<file path="src/common/icsu_consts.vh">
`ifndef ICSU_CONSTS_VH
`define ICSU_CONSTS_VH

// Command codes on cmd_code
`define ICSU_C_CLS 5'h00
`define ICSU_C_ESE 5'h01
`define ICSU_C_ESR 5'h02
`define ICSU_C_IDN 5'h03
`define ICSU_C_IST 5'h04
`define ICSU_C_OPC 5'h05
`define ICSU_C_OPT 5'h06
`define ICSU_C_PRE 5'h07
`define ICSU_C_PSC 5'h08
`define ICSU_C_RCL 5'h09
`define ICSU_C_RST 5'h0A
`define ICSU_C_SAV 5'h0B
`define ICSU_C_SRE 5'h0C
`define ICSU_C_STB 5'h0D
`define ICSU_C_TRG 5'h0E
`define ICSU_C_TST 5'h0F
`define ICSU_C_WAI 5'h10

// Status byte bit positions
`define ICSU_STB_MAV 4
`define ICSU_STB_ESB 5
`define ICSU_STB_MSS 6
// Summary inputs that the status byte takes from outside
`define ICSU_STB_EXT 8'h8F
// Writable bits of the service request enable mask
`define ICSU_SRE_WMASK 8'hBF
// Operation complete position in the event register
`define ICSU_ESR_OPC 0

`define ICSU_SLOT_W 2
`define ICSU_SLOTS 4
`define ICSU_CFG_W 16
`define ICSU_RSP_W 16
`define ICSU_IDN_LAST 3'h4
`define ICSU_OPT_N 4
`define ICSU_OPT_LAST 3'h3
`define ICSU_CFG_DEFAULT 16'h0000
`define ICSU_RSP_ONE 16'h0001

`endif

</file>
<file path="src/rtl/icsu_common_status.v">
// Function
// - Clear status zeroes status byte, event register and external event parts
// - Clear status leaves all enable masks and transition filters untouched
// - Clear status discards any pending response in the output buffer
// - Event enable mask loads 0..255; query returns it
// - Event register query returns value, then clears the register
// - Individual status query returns the parallel poll bit as 0 or 1
// - Operation complete sets event bit 0 once earlier commands finish
// - Operation complete query answers 1 only after earlier commands finish
// - Option query lists fixed positions, zero for missing options
// - Parallel poll enable mask loads 0..255; query returns it
// - Power-on clear flag decides whether enable masks survive power-up; readable
// - Save stores current settings into numbered slot
// - Recall loads and activates settings from numbered slot
// - Reset puts settings to defaults, same as system preset
// - Service request enable loads 0..255 with bit 6 forced to 0
// - Status byte query returns status byte unchanged
// - Trigger delivers a manual trigger to all waiting actions
// - Self-test query runs tests, returns 0 or positive error code
// - Wait holds later commands until earlier ones complete and settle
// - Identification query returns maker, type, part/serial, firmware list
`include "icsu_consts.vh"

module icsu_common_status #(
    // Identification words: arbitrary neutral values
    parameter [15:0] ID_MAKER = 16'h00A5,
    parameter [15:0] ID_TYPE = 16'h0101,
    parameter [15:0] ID_PART = 16'h0202,
    parameter [15:0] ID_SERIAL = 16'h0001,
    parameter [15:0] ID_FW = 16'h0100,
    parameter [3:0] OPT_INST = 4'h5
) (
    input wire clk,
    input wire rst,
    input wire cold_rst,
    input wire cmd_valid,
    input wire [4:0] cmd_code,
    input wire cmd_query,
    input wire [7:0] cmd_arg,
    output reg cmd_ready,
    output reg rsp_valid,
    output reg [15:0] rsp_data,
    output reg rsp_last,
    input wire rsp_ready,
    input wire exec_busy,
    input wire [7:0] evt_in,
    input wire [7:0] sum_in,
    output reg stat_clr,
    output reg trig,
    output reg preset,
    output reg tst_start,
    input wire tst_done,
    input wire [7:0] tst_code,
    input wire [15:0] cfg_in,
    output reg [15:0] cfg_out,
    output reg cfg_load,
    output reg [7:0] stb,
    output reg srq,
    output reg ist
);

    localparam [3:0] S_IDLE = 4'b0001;
    localparam [3:0] S_WAIT = 4'b0010;
    localparam [3:0] S_TEST = 4'b0100;
    localparam [3:0] S_LIST = 4'b1000;

    reg [3:0] state_r;
    reg [7:0] ese_r;
    reg [7:0] esr_r;
    reg [7:0] pre_r;
    reg [7:0] sre_r;
    reg psc_r;
    reg opc_pend_r;
    reg opc_query_r;
    reg list_idn_r;
    reg [2:0] idx_r;
    reg [15:0] slot_r [0:`ICSU_SLOTS-1];

    wire accept = cmd_valid & cmd_ready;
    wire [1:0] slot_idx = cmd_arg[`ICSU_SLOT_W-1:0];
    wire opc_done = opc_pend_r & ~exec_busy;
    wire [7:0] stb_nxt;
    wire [7:0] esr_clr;
    wire [15:0] list_data;
    wire [2:0] list_last;

    function [15:0] list_word;
        input idn;
        input [2:0] i;
        begin
            if (idn) begin
                case (i)
                    3'h0: list_word = ID_MAKER;
                    3'h1: list_word = ID_TYPE;
                    3'h2: list_word = ID_PART;
                    3'h3: list_word = ID_SERIAL;
                    default: list_word = ID_FW;
                endcase
            end else begin
                // Each option keeps its own position; absent ones read as zero
                list_word = OPT_INST[i[1:0]] ? {13'h0000, i} + 16'h0001 : 16'h0000;
            end
        end
    endfunction

    function [15:0] byte_rsp;
        input [7:0] v;
        begin
            byte_rsp = {8'h00, v};
        end
    endfunction

    assign list_data = list_word(list_idn_r, idx_r);
    assign list_last = list_idn_r ? `ICSU_IDN_LAST : `ICSU_OPT_LAST;

    // Summary bits from outside plus our own event summary, message-available and master summary
    assign stb_nxt = (sum_in & `ICSU_STB_EXT)
        | ({7'h00, |(esr_r & ese_r)} << `ICSU_STB_ESB)
        | ({7'h00, rsp_valid} << `ICSU_STB_MAV)
        | ({7'h00, |(stb & sre_r & `ICSU_SRE_WMASK)} << `ICSU_STB_MSS);

    // Event register clear on read or clear status
    assign esr_clr = (accept & cmd_query & (cmd_code == `ICSU_C_ESR))
        | (accept & (cmd_code == `ICSU_C_CLS)) ? 8'hFF : 8'h00;

    always @(posedge clk) begin
        if (cold_rst) begin
            psc_r <= 1'b1;
            ese_r <= 8'h00;
            sre_r <= 8'h00;
            pre_r <= 8'h00;
        end else if (rst) begin
            // Masks survive power-up only while the clear flag is 0
            if (psc_r) begin
                ese_r <= 8'h00;
                sre_r <= 8'h00;
                pre_r <= 8'h00;
            end
        end else if (accept & ~cmd_query) begin
            case (cmd_code)
                `ICSU_C_ESE: ese_r <= cmd_arg;
                `ICSU_C_PRE: pre_r <= cmd_arg;
                `ICSU_C_SRE: sre_r <= cmd_arg & `ICSU_SRE_WMASK;
                `ICSU_C_PSC: psc_r <= cmd_arg[0];
                default: psc_r <= psc_r;
            endcase
        end
    end

    always @(posedge clk) begin
        if (accept & ~cmd_query & (cmd_code == `ICSU_C_SAV))
            slot_r[slot_idx] <= cfg_in;
    end

    always @(posedge clk) begin
        if (rst | cold_rst) begin
            state_r <= S_IDLE;
            esr_r <= 8'h00;
            opc_pend_r <= 1'b0;
            opc_query_r <= 1'b0;
            list_idn_r <= 1'b0;
            idx_r <= 3'h0;
            cmd_ready <= 1'b0;
            rsp_valid <= 1'b0;
            rsp_data <= 16'h0000;
            rsp_last <= 1'b0;
            stat_clr <= 1'b0;
            trig <= 1'b0;
            preset <= 1'b0;
            tst_start <= 1'b0;
            cfg_out <= `ICSU_CFG_DEFAULT;
            cfg_load <= 1'b0;
            stb <= 8'h00;
            srq <= 1'b0;
            ist <= 1'b0;
        end else begin
            stat_clr <= 1'b0;
            trig <= 1'b0;
            preset <= 1'b0;
            tst_start <= 1'b0;
            cfg_load <= 1'b0;
            stb <= stb_nxt;
            srq <= |(stb_nxt & sre_r & `ICSU_SRE_WMASK);
            ist <= |(stb_nxt & pre_r);
            // New events win over a clear in the same cycle
            esr_r <= (esr_r & ~esr_clr) | evt_in
                | ({7'h00, opc_done} << `ICSU_ESR_OPC);
            if (opc_done)
                opc_pend_r <= 1'b0;
            case (state_r)
                S_IDLE: begin
                    cmd_ready <= 1'b1;
                    if (rsp_valid & rsp_ready) begin
                        rsp_valid <= 1'b0;
                        rsp_last <= 1'b0;
                    end
                    if (accept) begin
                        // A setting command other than clear status, self-test, identification or option must not disturb a response still waiting
                        if (cmd_query) begin
                            rsp_valid <= 1'b1;
                            rsp_data <= 16'h0000;
                            rsp_last <= 1'b1;
                        end
                        case (cmd_code)
                            `ICSU_C_CLS: begin
                                rsp_valid <= 1'b0;
                                rsp_last <= 1'b0;
                                opc_pend_r <= 1'b0;
                                stat_clr <= 1'b1;
                            end
                            `ICSU_C_ESE: if (cmd_query) rsp_data <= byte_rsp(ese_r);
                            `ICSU_C_ESR: if (cmd_query) rsp_data <= byte_rsp(esr_r);
                            `ICSU_C_IST: if (cmd_query) rsp_data <= {15'h0000, ist};
                            `ICSU_C_PRE: if (cmd_query) rsp_data <= byte_rsp(pre_r);
                            `ICSU_C_PSC: if (cmd_query) rsp_data <= {15'h0000, psc_r};
                            `ICSU_C_SRE: if (cmd_query) rsp_data <= byte_rsp(sre_r);
                            `ICSU_C_STB: if (cmd_query) rsp_data <= byte_rsp(stb);
                            `ICSU_C_IDN, `ICSU_C_OPT: begin
                                rsp_valid <= 1'b0;
                                rsp_last <= 1'b0;
                                list_idn_r <= (cmd_code == `ICSU_C_IDN);
                                idx_r <= 3'h0;
                                cmd_ready <= 1'b0;
                                state_r <= S_LIST;
                            end
                            `ICSU_C_OPC: begin
                                if (cmd_query) begin
                                    rsp_valid <= 1'b0;
                                    opc_query_r <= 1'b1;
                                    cmd_ready <= 1'b0;
                                    state_r <= S_WAIT;
                                end else begin
                                    opc_pend_r <= 1'b1;
                                end
                            end
                            `ICSU_C_WAI: begin
                                opc_query_r <= 1'b0;
                                cmd_ready <= 1'b0;
                                state_r <= S_WAIT;
                            end
                            `ICSU_C_RCL: begin
                                cfg_out <= slot_r[slot_idx];
                                cfg_load <= 1'b1;
                            end
                            `ICSU_C_RST: begin
                                cfg_out <= `ICSU_CFG_DEFAULT;
                                cfg_load <= 1'b1;
                                preset <= 1'b1;
                            end
                            `ICSU_C_TRG: trig <= 1'b1;
                            `ICSU_C_TST: begin
                                rsp_valid <= 1'b0;
                                tst_start <= 1'b1;
                                cmd_ready <= 1'b0;
                                state_r <= S_TEST;
                            end
                            default: rsp_last <= rsp_last;
                        endcase
                    end
                end
                S_WAIT: begin
                    // Later commands stay blocked until the instrument is idle
                    if (~exec_busy) begin
                        if (opc_query_r) begin
                            rsp_valid <= 1'b1;
                            rsp_data <= `ICSU_RSP_ONE;
                            rsp_last <= 1'b1;
                        end
                        opc_query_r <= 1'b0;
                        cmd_ready <= 1'b1;
                        state_r <= S_IDLE;
                    end
                end
                S_TEST: begin
                    if (tst_done) begin
                        rsp_valid <= 1'b1;
                        rsp_data <= byte_rsp(tst_code);
                        rsp_last <= 1'b1;
                        cmd_ready <= 1'b1;
                        state_r <= S_IDLE;
                    end
                end
                S_LIST: begin
                    if (~rsp_valid) begin
                        rsp_valid <= 1'b1;
                        rsp_data <= list_data;
                        rsp_last <= (idx_r == list_last);
                    end else if (rsp_ready) begin
                        rsp_valid <= 1'b0;
                        if (rsp_last) begin
                            rsp_last <= 1'b0;
                            cmd_ready <= 1'b1;
                            state_r <= S_IDLE;
                        end else begin
                            idx_r <= idx_r + 3'h1;
                        end
                    end
                end
                default: begin
                    cmd_ready <= 1'b0;
                    state_r <= S_IDLE;
                end
            endcase
        end
    end

endmodule

</file>
<file path="config.mk">
export PLATFORM = sky130hd
export DESIGN_NAME = icsu_common_status
export DESIGN_NICKNAME = d
export VERILOG_FILES = /design/src/rtl/icsu_common_status.v
export VERILOG_INCLUDE_DIRS = /design/src /design/src/common
export SDC_FILE = /design/constraint.sdc
export NUM_CORES = 1
export LEC_CHECK = 0
export BUFFER_PORTS_ARGS = -buffer_cell sky130_fd_sc_hd__clkbuf_2
export CORE_ASPECT_RATIO = 0.75
export CORE_MARGIN = 2
export CORE_UTILIZATION = 50
export DETAILED_ROUTE_END_ITERATION = 10
export PLACE_DENSITY_LB_ADDON = 0.12
export SLEW_MARGIN = 20
export SYNTH_ARGS = -nofsm -noshare
export SYNTH_HDL_FRONTEND = slang
export SYNTH_SLANG_ARGS = --single-unit
</file>
<file path="constraint.sdc">
create_clock -name clk -period 5.1 [get_ports clk]
set_input_delay 0 -clock clk [delete_from_list [all_inputs] [get_ports clk]]
set_output_delay 0 -clock clk [all_outputs]
set_load 0.02 [all_outputs]
</file>
Word-level counts from Yosys, hierarchy flattened. Memory sizes are Yosys's and may differ from the RTL's. Index checks and enable logic that the tools add are counted. W data, S select, Z words.

Bits in read-only memories: 0. Logic and storage cells: 218. Bits in registers: 93. Bits in latches: 0. Memories: 1. Bits of input ports: 61. Memory bits (writable): 64. Output and inout port bits: 50.

Memories: slot_r (depth 4, bits a word 16, read ports 1, clocked after Yosys merged registers in 0, wr ports 1, RTL line icsu_common_status.v:77) `` reg [15:0] slot_r [0:`ICSU_SLOTS-1]; ``.

Divide/modulo/power cells: 0. Reduce and logical (&&, ||, !) cells: 34. Equality and inequality tests: 40. Bitwise logic cells: 26. Multiplexer cells: 91. Shift operators: 0. Magnitude comparators: 1. $mul: 0. $add $sub $neg: 2.

Operator list (count): $mux W16 (13); $pmux W16 S7 (1); $mux W8 (11); $pmux W16 S4 (1); $and A8 B8 Y8 (5); $eq A5 B4 Y1 const B (8); $pmux W10 S4 (1); $mux W1 (35); $mux W4 (8); $pmux W16 S2 (1); $pmux W4 S4 (2); $eq A5 B3 Y1 const B (4); $mux W3 (6); $ne A2 B2 Y1 const B (9); $reduce_and A3 Y1 (6); $reduce_and A6 Y1 (3); $reduce_or A8 Y1 (2); $reduce_bool A2 Y1 (7); $reduce_or A7 Y1 (2); $reduce_or A13 Y1 (1); $pmux W1 S2 (6); $pmux W1 S4 (3); $eq A5 B2 Y1 const B (2); $mux W10 (1); 37 further kinds (56).

Depth between registers and ports, before layout.
Depth after elaboration: 9. Mapped depth: 8. Depth with buffers taken out: 7.

Worst setup path after synthesis. No wires, ideal clock.

Path kind: flip-flop to flip-flop. Start point: reg cmd_ready. End point: mem slot_r[0][0] (enable). Slack: 2723 ps. Setup time: 390 ps. Stages on the path, launching flop included: 7. Arrival: 1987 ps. Clock period less this slack: 2377 ps. Data required time: 4710 ps. Buffers on the path: 1. Cell sequence: dfxtp_1 > and2_1 > clkbuf_1 > nand3_1 > nor2_1 > nor2b_1 > nor2b_1.

Word-level cells in the longest chain between the ends: 5.

RTL lines: from (decl) (RTL line icsu_common_status.v:40) `output reg cmd_ready,`; from (signal assigned) (RTL line icsu_common_status.v:163) `cmd_ready <= 1'b0;`; from (signal assigned) (RTL line icsu_common_status.v:192) `cmd_ready <= 1'b1;`; from (signal assigned) (RTL line icsu_common_status.v:223) `cmd_ready <= 1'b0;`; $and A1 B1 Y1 (RTL line icsu_common_status.v:79) `wire accept = cmd_valid & cmd_ready;`; $and A1 B1 Y1 (2 in series) (RTL line icsu_common_status.v:151) `` if (accept & ~cmd_query & (cmd_code == `ICSU_C_SAV)) ``; $mux W1 (RTL line icsu_common_status.v:151); $mux W1 (implied by the code) (RTL line icsu_common_status.v:152) `slot_r[slot_idx] <= cfg_in;`; to (decl) (RTL line icsu_common_status.v:77).

No other way between the ends.

Worst setup path after layout.
Start point: reg state_r[0]. End point: reg cfg_out[5].

Word-level cells in the longest chain between the ends: 2.

RTL lines: from (decl) (RTL line icsu_common_status.v:67) `reg [3:0] state_r;`; from (signal assigned) (RTL line icsu_common_status.v:157) `state_r <= S_IDLE;`; from (signal assigned) (RTL line icsu_common_status.v:224) `state_r <= S_LIST;`; from (signal assigned) (RTL line icsu_common_status.v:231) `state_r <= S_WAIT;`; $eq A4 B1 Y1 (RTL line icsu_common_status.v:190) `case (state_r)`; $reduce_and A3 Y1 (no source line); to (signal assigned) (RTL line icsu_common_status.v:171) `` cfg_out <= `ICSU_CFG_DEFAULT; ``; to (signal assigned) (RTL line icsu_common_status.v:242) `cfg_out <= slot_r[slot_idx];`; to (signal assigned) (RTL line icsu_common_status.v:246) `` cfg_out <= `ICSU_CFG_DEFAULT; ``; to (decl) (RTL line icsu_common_status.v:55) `output reg [15:0] cfg_out,`.

No other way between the ends. A chain may end at the register's enable or synchronous reset.

==> results_dict.tcl <==
set metrics [dict create \
    status "complete, no violations" \
    antenna_cells 0 \
    die_w_microns 142 \
    maxCapViolCount 0 \
    clk_latency_ns 0.43 \
    numCtsBuffers 17 \
    ff_latch_area_sq_um 3760 \
    fmax_ghz 0.333 \
    synth_nets 719 \
    r2r_cells 5 \
    cp.required_ns 5.46 \
    layout_commonest_cell "clkbuf_2" \
    use_met3_pct 5.78 \
    clockBufferDepth 2 \
    whs_path_depth 3 \
    io_pins 111 \
    grt.overflow.total 0 \
    ys.flop_type "dfxtp_1" \
    dp_slack_ns 2.12 \
    numPortBuffers 107 \
    routed_wl_mm 18.8 \
    synth.distinct_cells 78 \
    drc 0 \
    start_kind "flop" \
    synthesis.area_sq_um 7120 \
    die-area_sq_um 15200 \
    ctsRootBufferMaster "clkbuf_16" \
    use_met1_pct 36.8 \
    mostFrequentLayoutCells "clkbuf_2, dfxtp_1, edfxtp_1" \
    gr-usage-met2_pct 38.7 \
    grt_pass1_wl_mm 29.8 \
    tns_ns 0 \
    final_cells 969 \
    slew_violations 0 \
    area_growth_pct 21.8 \
    syn-instance-count 653 \
    hold_viol 0 \
    drtIter0Drc 561 \
    tritoncts "built" \
    ys_seq_area_share_pct 52.9 \
    wl_per_cell_microns 19.4 \
    rsz0062_at_grt "false" \
    fin_nets 847 \
    antenna_found_initial 0 \
    antenna_left 0 \
    synth_seq_cells 156 \
    tightest_slew_ns 0.978 \
    postSynthAreaPerCell_sq_um 10.9 \
    async_flop_share_pct 0 \
    multi_input_area_sq_um 3050 \
    nFillCells 1149 \
    clkTransAtPathRegs_ns 0.06 \
    maxSlewHeadroom_pct 34.3 \
    ir_drop_mv 0.233 \
    final_core_util_pct 62.8 \
    cts.sinks 156 \
    holdCritPathClass "in2reg" \
    crit_fanout 18 \
    grtUsageTotal_pct 25.6 \
    power_density_nw_per_um2 321 \
    fin_crit_sh_pct 58.9 \
    critPathKind "reg2reg" \
    grt_max_degree 44 \
    drive_above_1_share_pct 23.6 \
    dp_cells 892 \
    core-area_sq_um 13800 \
    grt_pass1_vias 5607 \
    rows 37 \
    post_cts_buffers 0 \
    leakagePower_uw 0.00309 \
    cts_resized 0 \
    vias_per_cell 6.08 \
    fin_skew_ns 0.00690 \
    arrival_ns 3.36 \
    synth_edf_count 64 \
    drt_first_pass_iters 5 \
    hpwlAfterDp_mm 12.9 \
    globalplace.congestion 0.902 \
    vias 5889 \
    die_y_microns 107 \
    crit_path_end_kind "flop" \
    initial_core_util_pct 51.6 \
    h-tree-depth 4 \
    timing.final.ws_setup_ns 2.09 \
    min_period_ns 3.01 \
    whs_ns 0.0391 \
    grt-busiest-layer "met2" \
    yosys_warnings 0 \
    setup_violations 0 \
]
-- kinds of logic (layout without fill, tap and decap cells) --
| group | after synthesis | after routing | synth area share [%] |
|---|---|---|---|
| AND/OR/NAND/NOR | 238 | 238 | 18.3 |
| AO/OA/AOI/OAI | 169 | 169 | 16.3 |
| flip-flops | 156 | 156 | 52.9 |
| buffers and inverters | 54 | 195 | 4.36 |
| multiplexers | 26 | 26 | 6.59 |
| adder cells (fa/ha/maj) | 5 | 5 | 0.879 |
| XOR/XNOR | 5 | 5 | 0.615 |
-- state kept, by name, indices dropped and copies added, names as in the netlist, 3 cells and up --
register,count
state_r,4
esr_r,8
ese_r,8
idx_r,3
slot_r,64
sre_r,7
stb,8
cfg_out,16
pre_r,8
rsp_data,16
-- cells in the mapped netlist, types with 7 or more instances --
cell type	instances	area (sq um)
a21oi_1	50	250
edfxtp_1	64	1920
nor2_1	48	180
nand3_1	44	220
nand4_1	11	68.8
clkbuf_1	24	90.1
nand2_1	43	161
a22oi_1	34	255
o21ai_0	20	100
buf_2	8	40.0
a31oi_1	9	56.3
mux4_2	16	360
nand2b_1	8	50.1
nor3_1	15	75.1
dfxtp_1	92	1840
inv_1	8	30.0
mux2_2	7	78.8
and2_1	18	113
-- stage by stage --
stage / area, sq um / total power [uW]
2_1_floorplan: 7120 / 1440
3_3_place_gp: 7620 / 1490
3_5_place_dp: 7620 / 1490
4_1_cts: 8670 / 2790
5_1_grt: 8670 / 2870
6_report: 8670 / 2780
-- final cells by class --
class                      count  share of cell area (%)
clock inverter                12                    1.88
timing repair buffer         155                    11.6
inverter                       8                   0.346
tap                          175                    2.53
multi-input combinational    443                    35.2
sequential                   156                    43.4
clock buffer                  20                    5.04
-- final timing paths --
check | from | end | slack [ns]
hold / removal | rst | state_r[0] | 0.04
setup / recovery | state_r[0] | cfg_out[5] | 2.09
hold reg to reg | rsp_data[10] | rsp_data[10] | 0.46
setup reg to reg | state_r[0] | cfg_out[5] | 2.09
-- worst max-delay path, cell delays in order (launching register included) --
cell and delay, ns:
dfxtp_1 0.63, nor4b_4 0.48, nand4_2 0.61, a21oi_2 0.90, a22oi_1 0.15, nor2_1 0.16
-- layer usage --
metal / wire, microns / vias up / share of wire [%]
li1: - / 2745 / -
met4: 328 / 0 / 1.7
met1: 8700 / 2878 / 46
met3: 1360 / 34 / 7.2
met5: 0 / - / 0
met2: 8450 / 232 / 45
-- repair_timing --
item                                    in CTS  in global routing
endpoints found under the setup margin       0                  0
endpoints found under the hold margin      104                  0
hold buffers                                45                  0
-- power by group --
part / internal [uW] / total (uW) / switching (uW)
sequential: 1300 / 1310 / 7.16
combinational: 78.0 / 181 / 103
clock: 775 / 1290 / 513
Power figures use the tool's default switching activity.
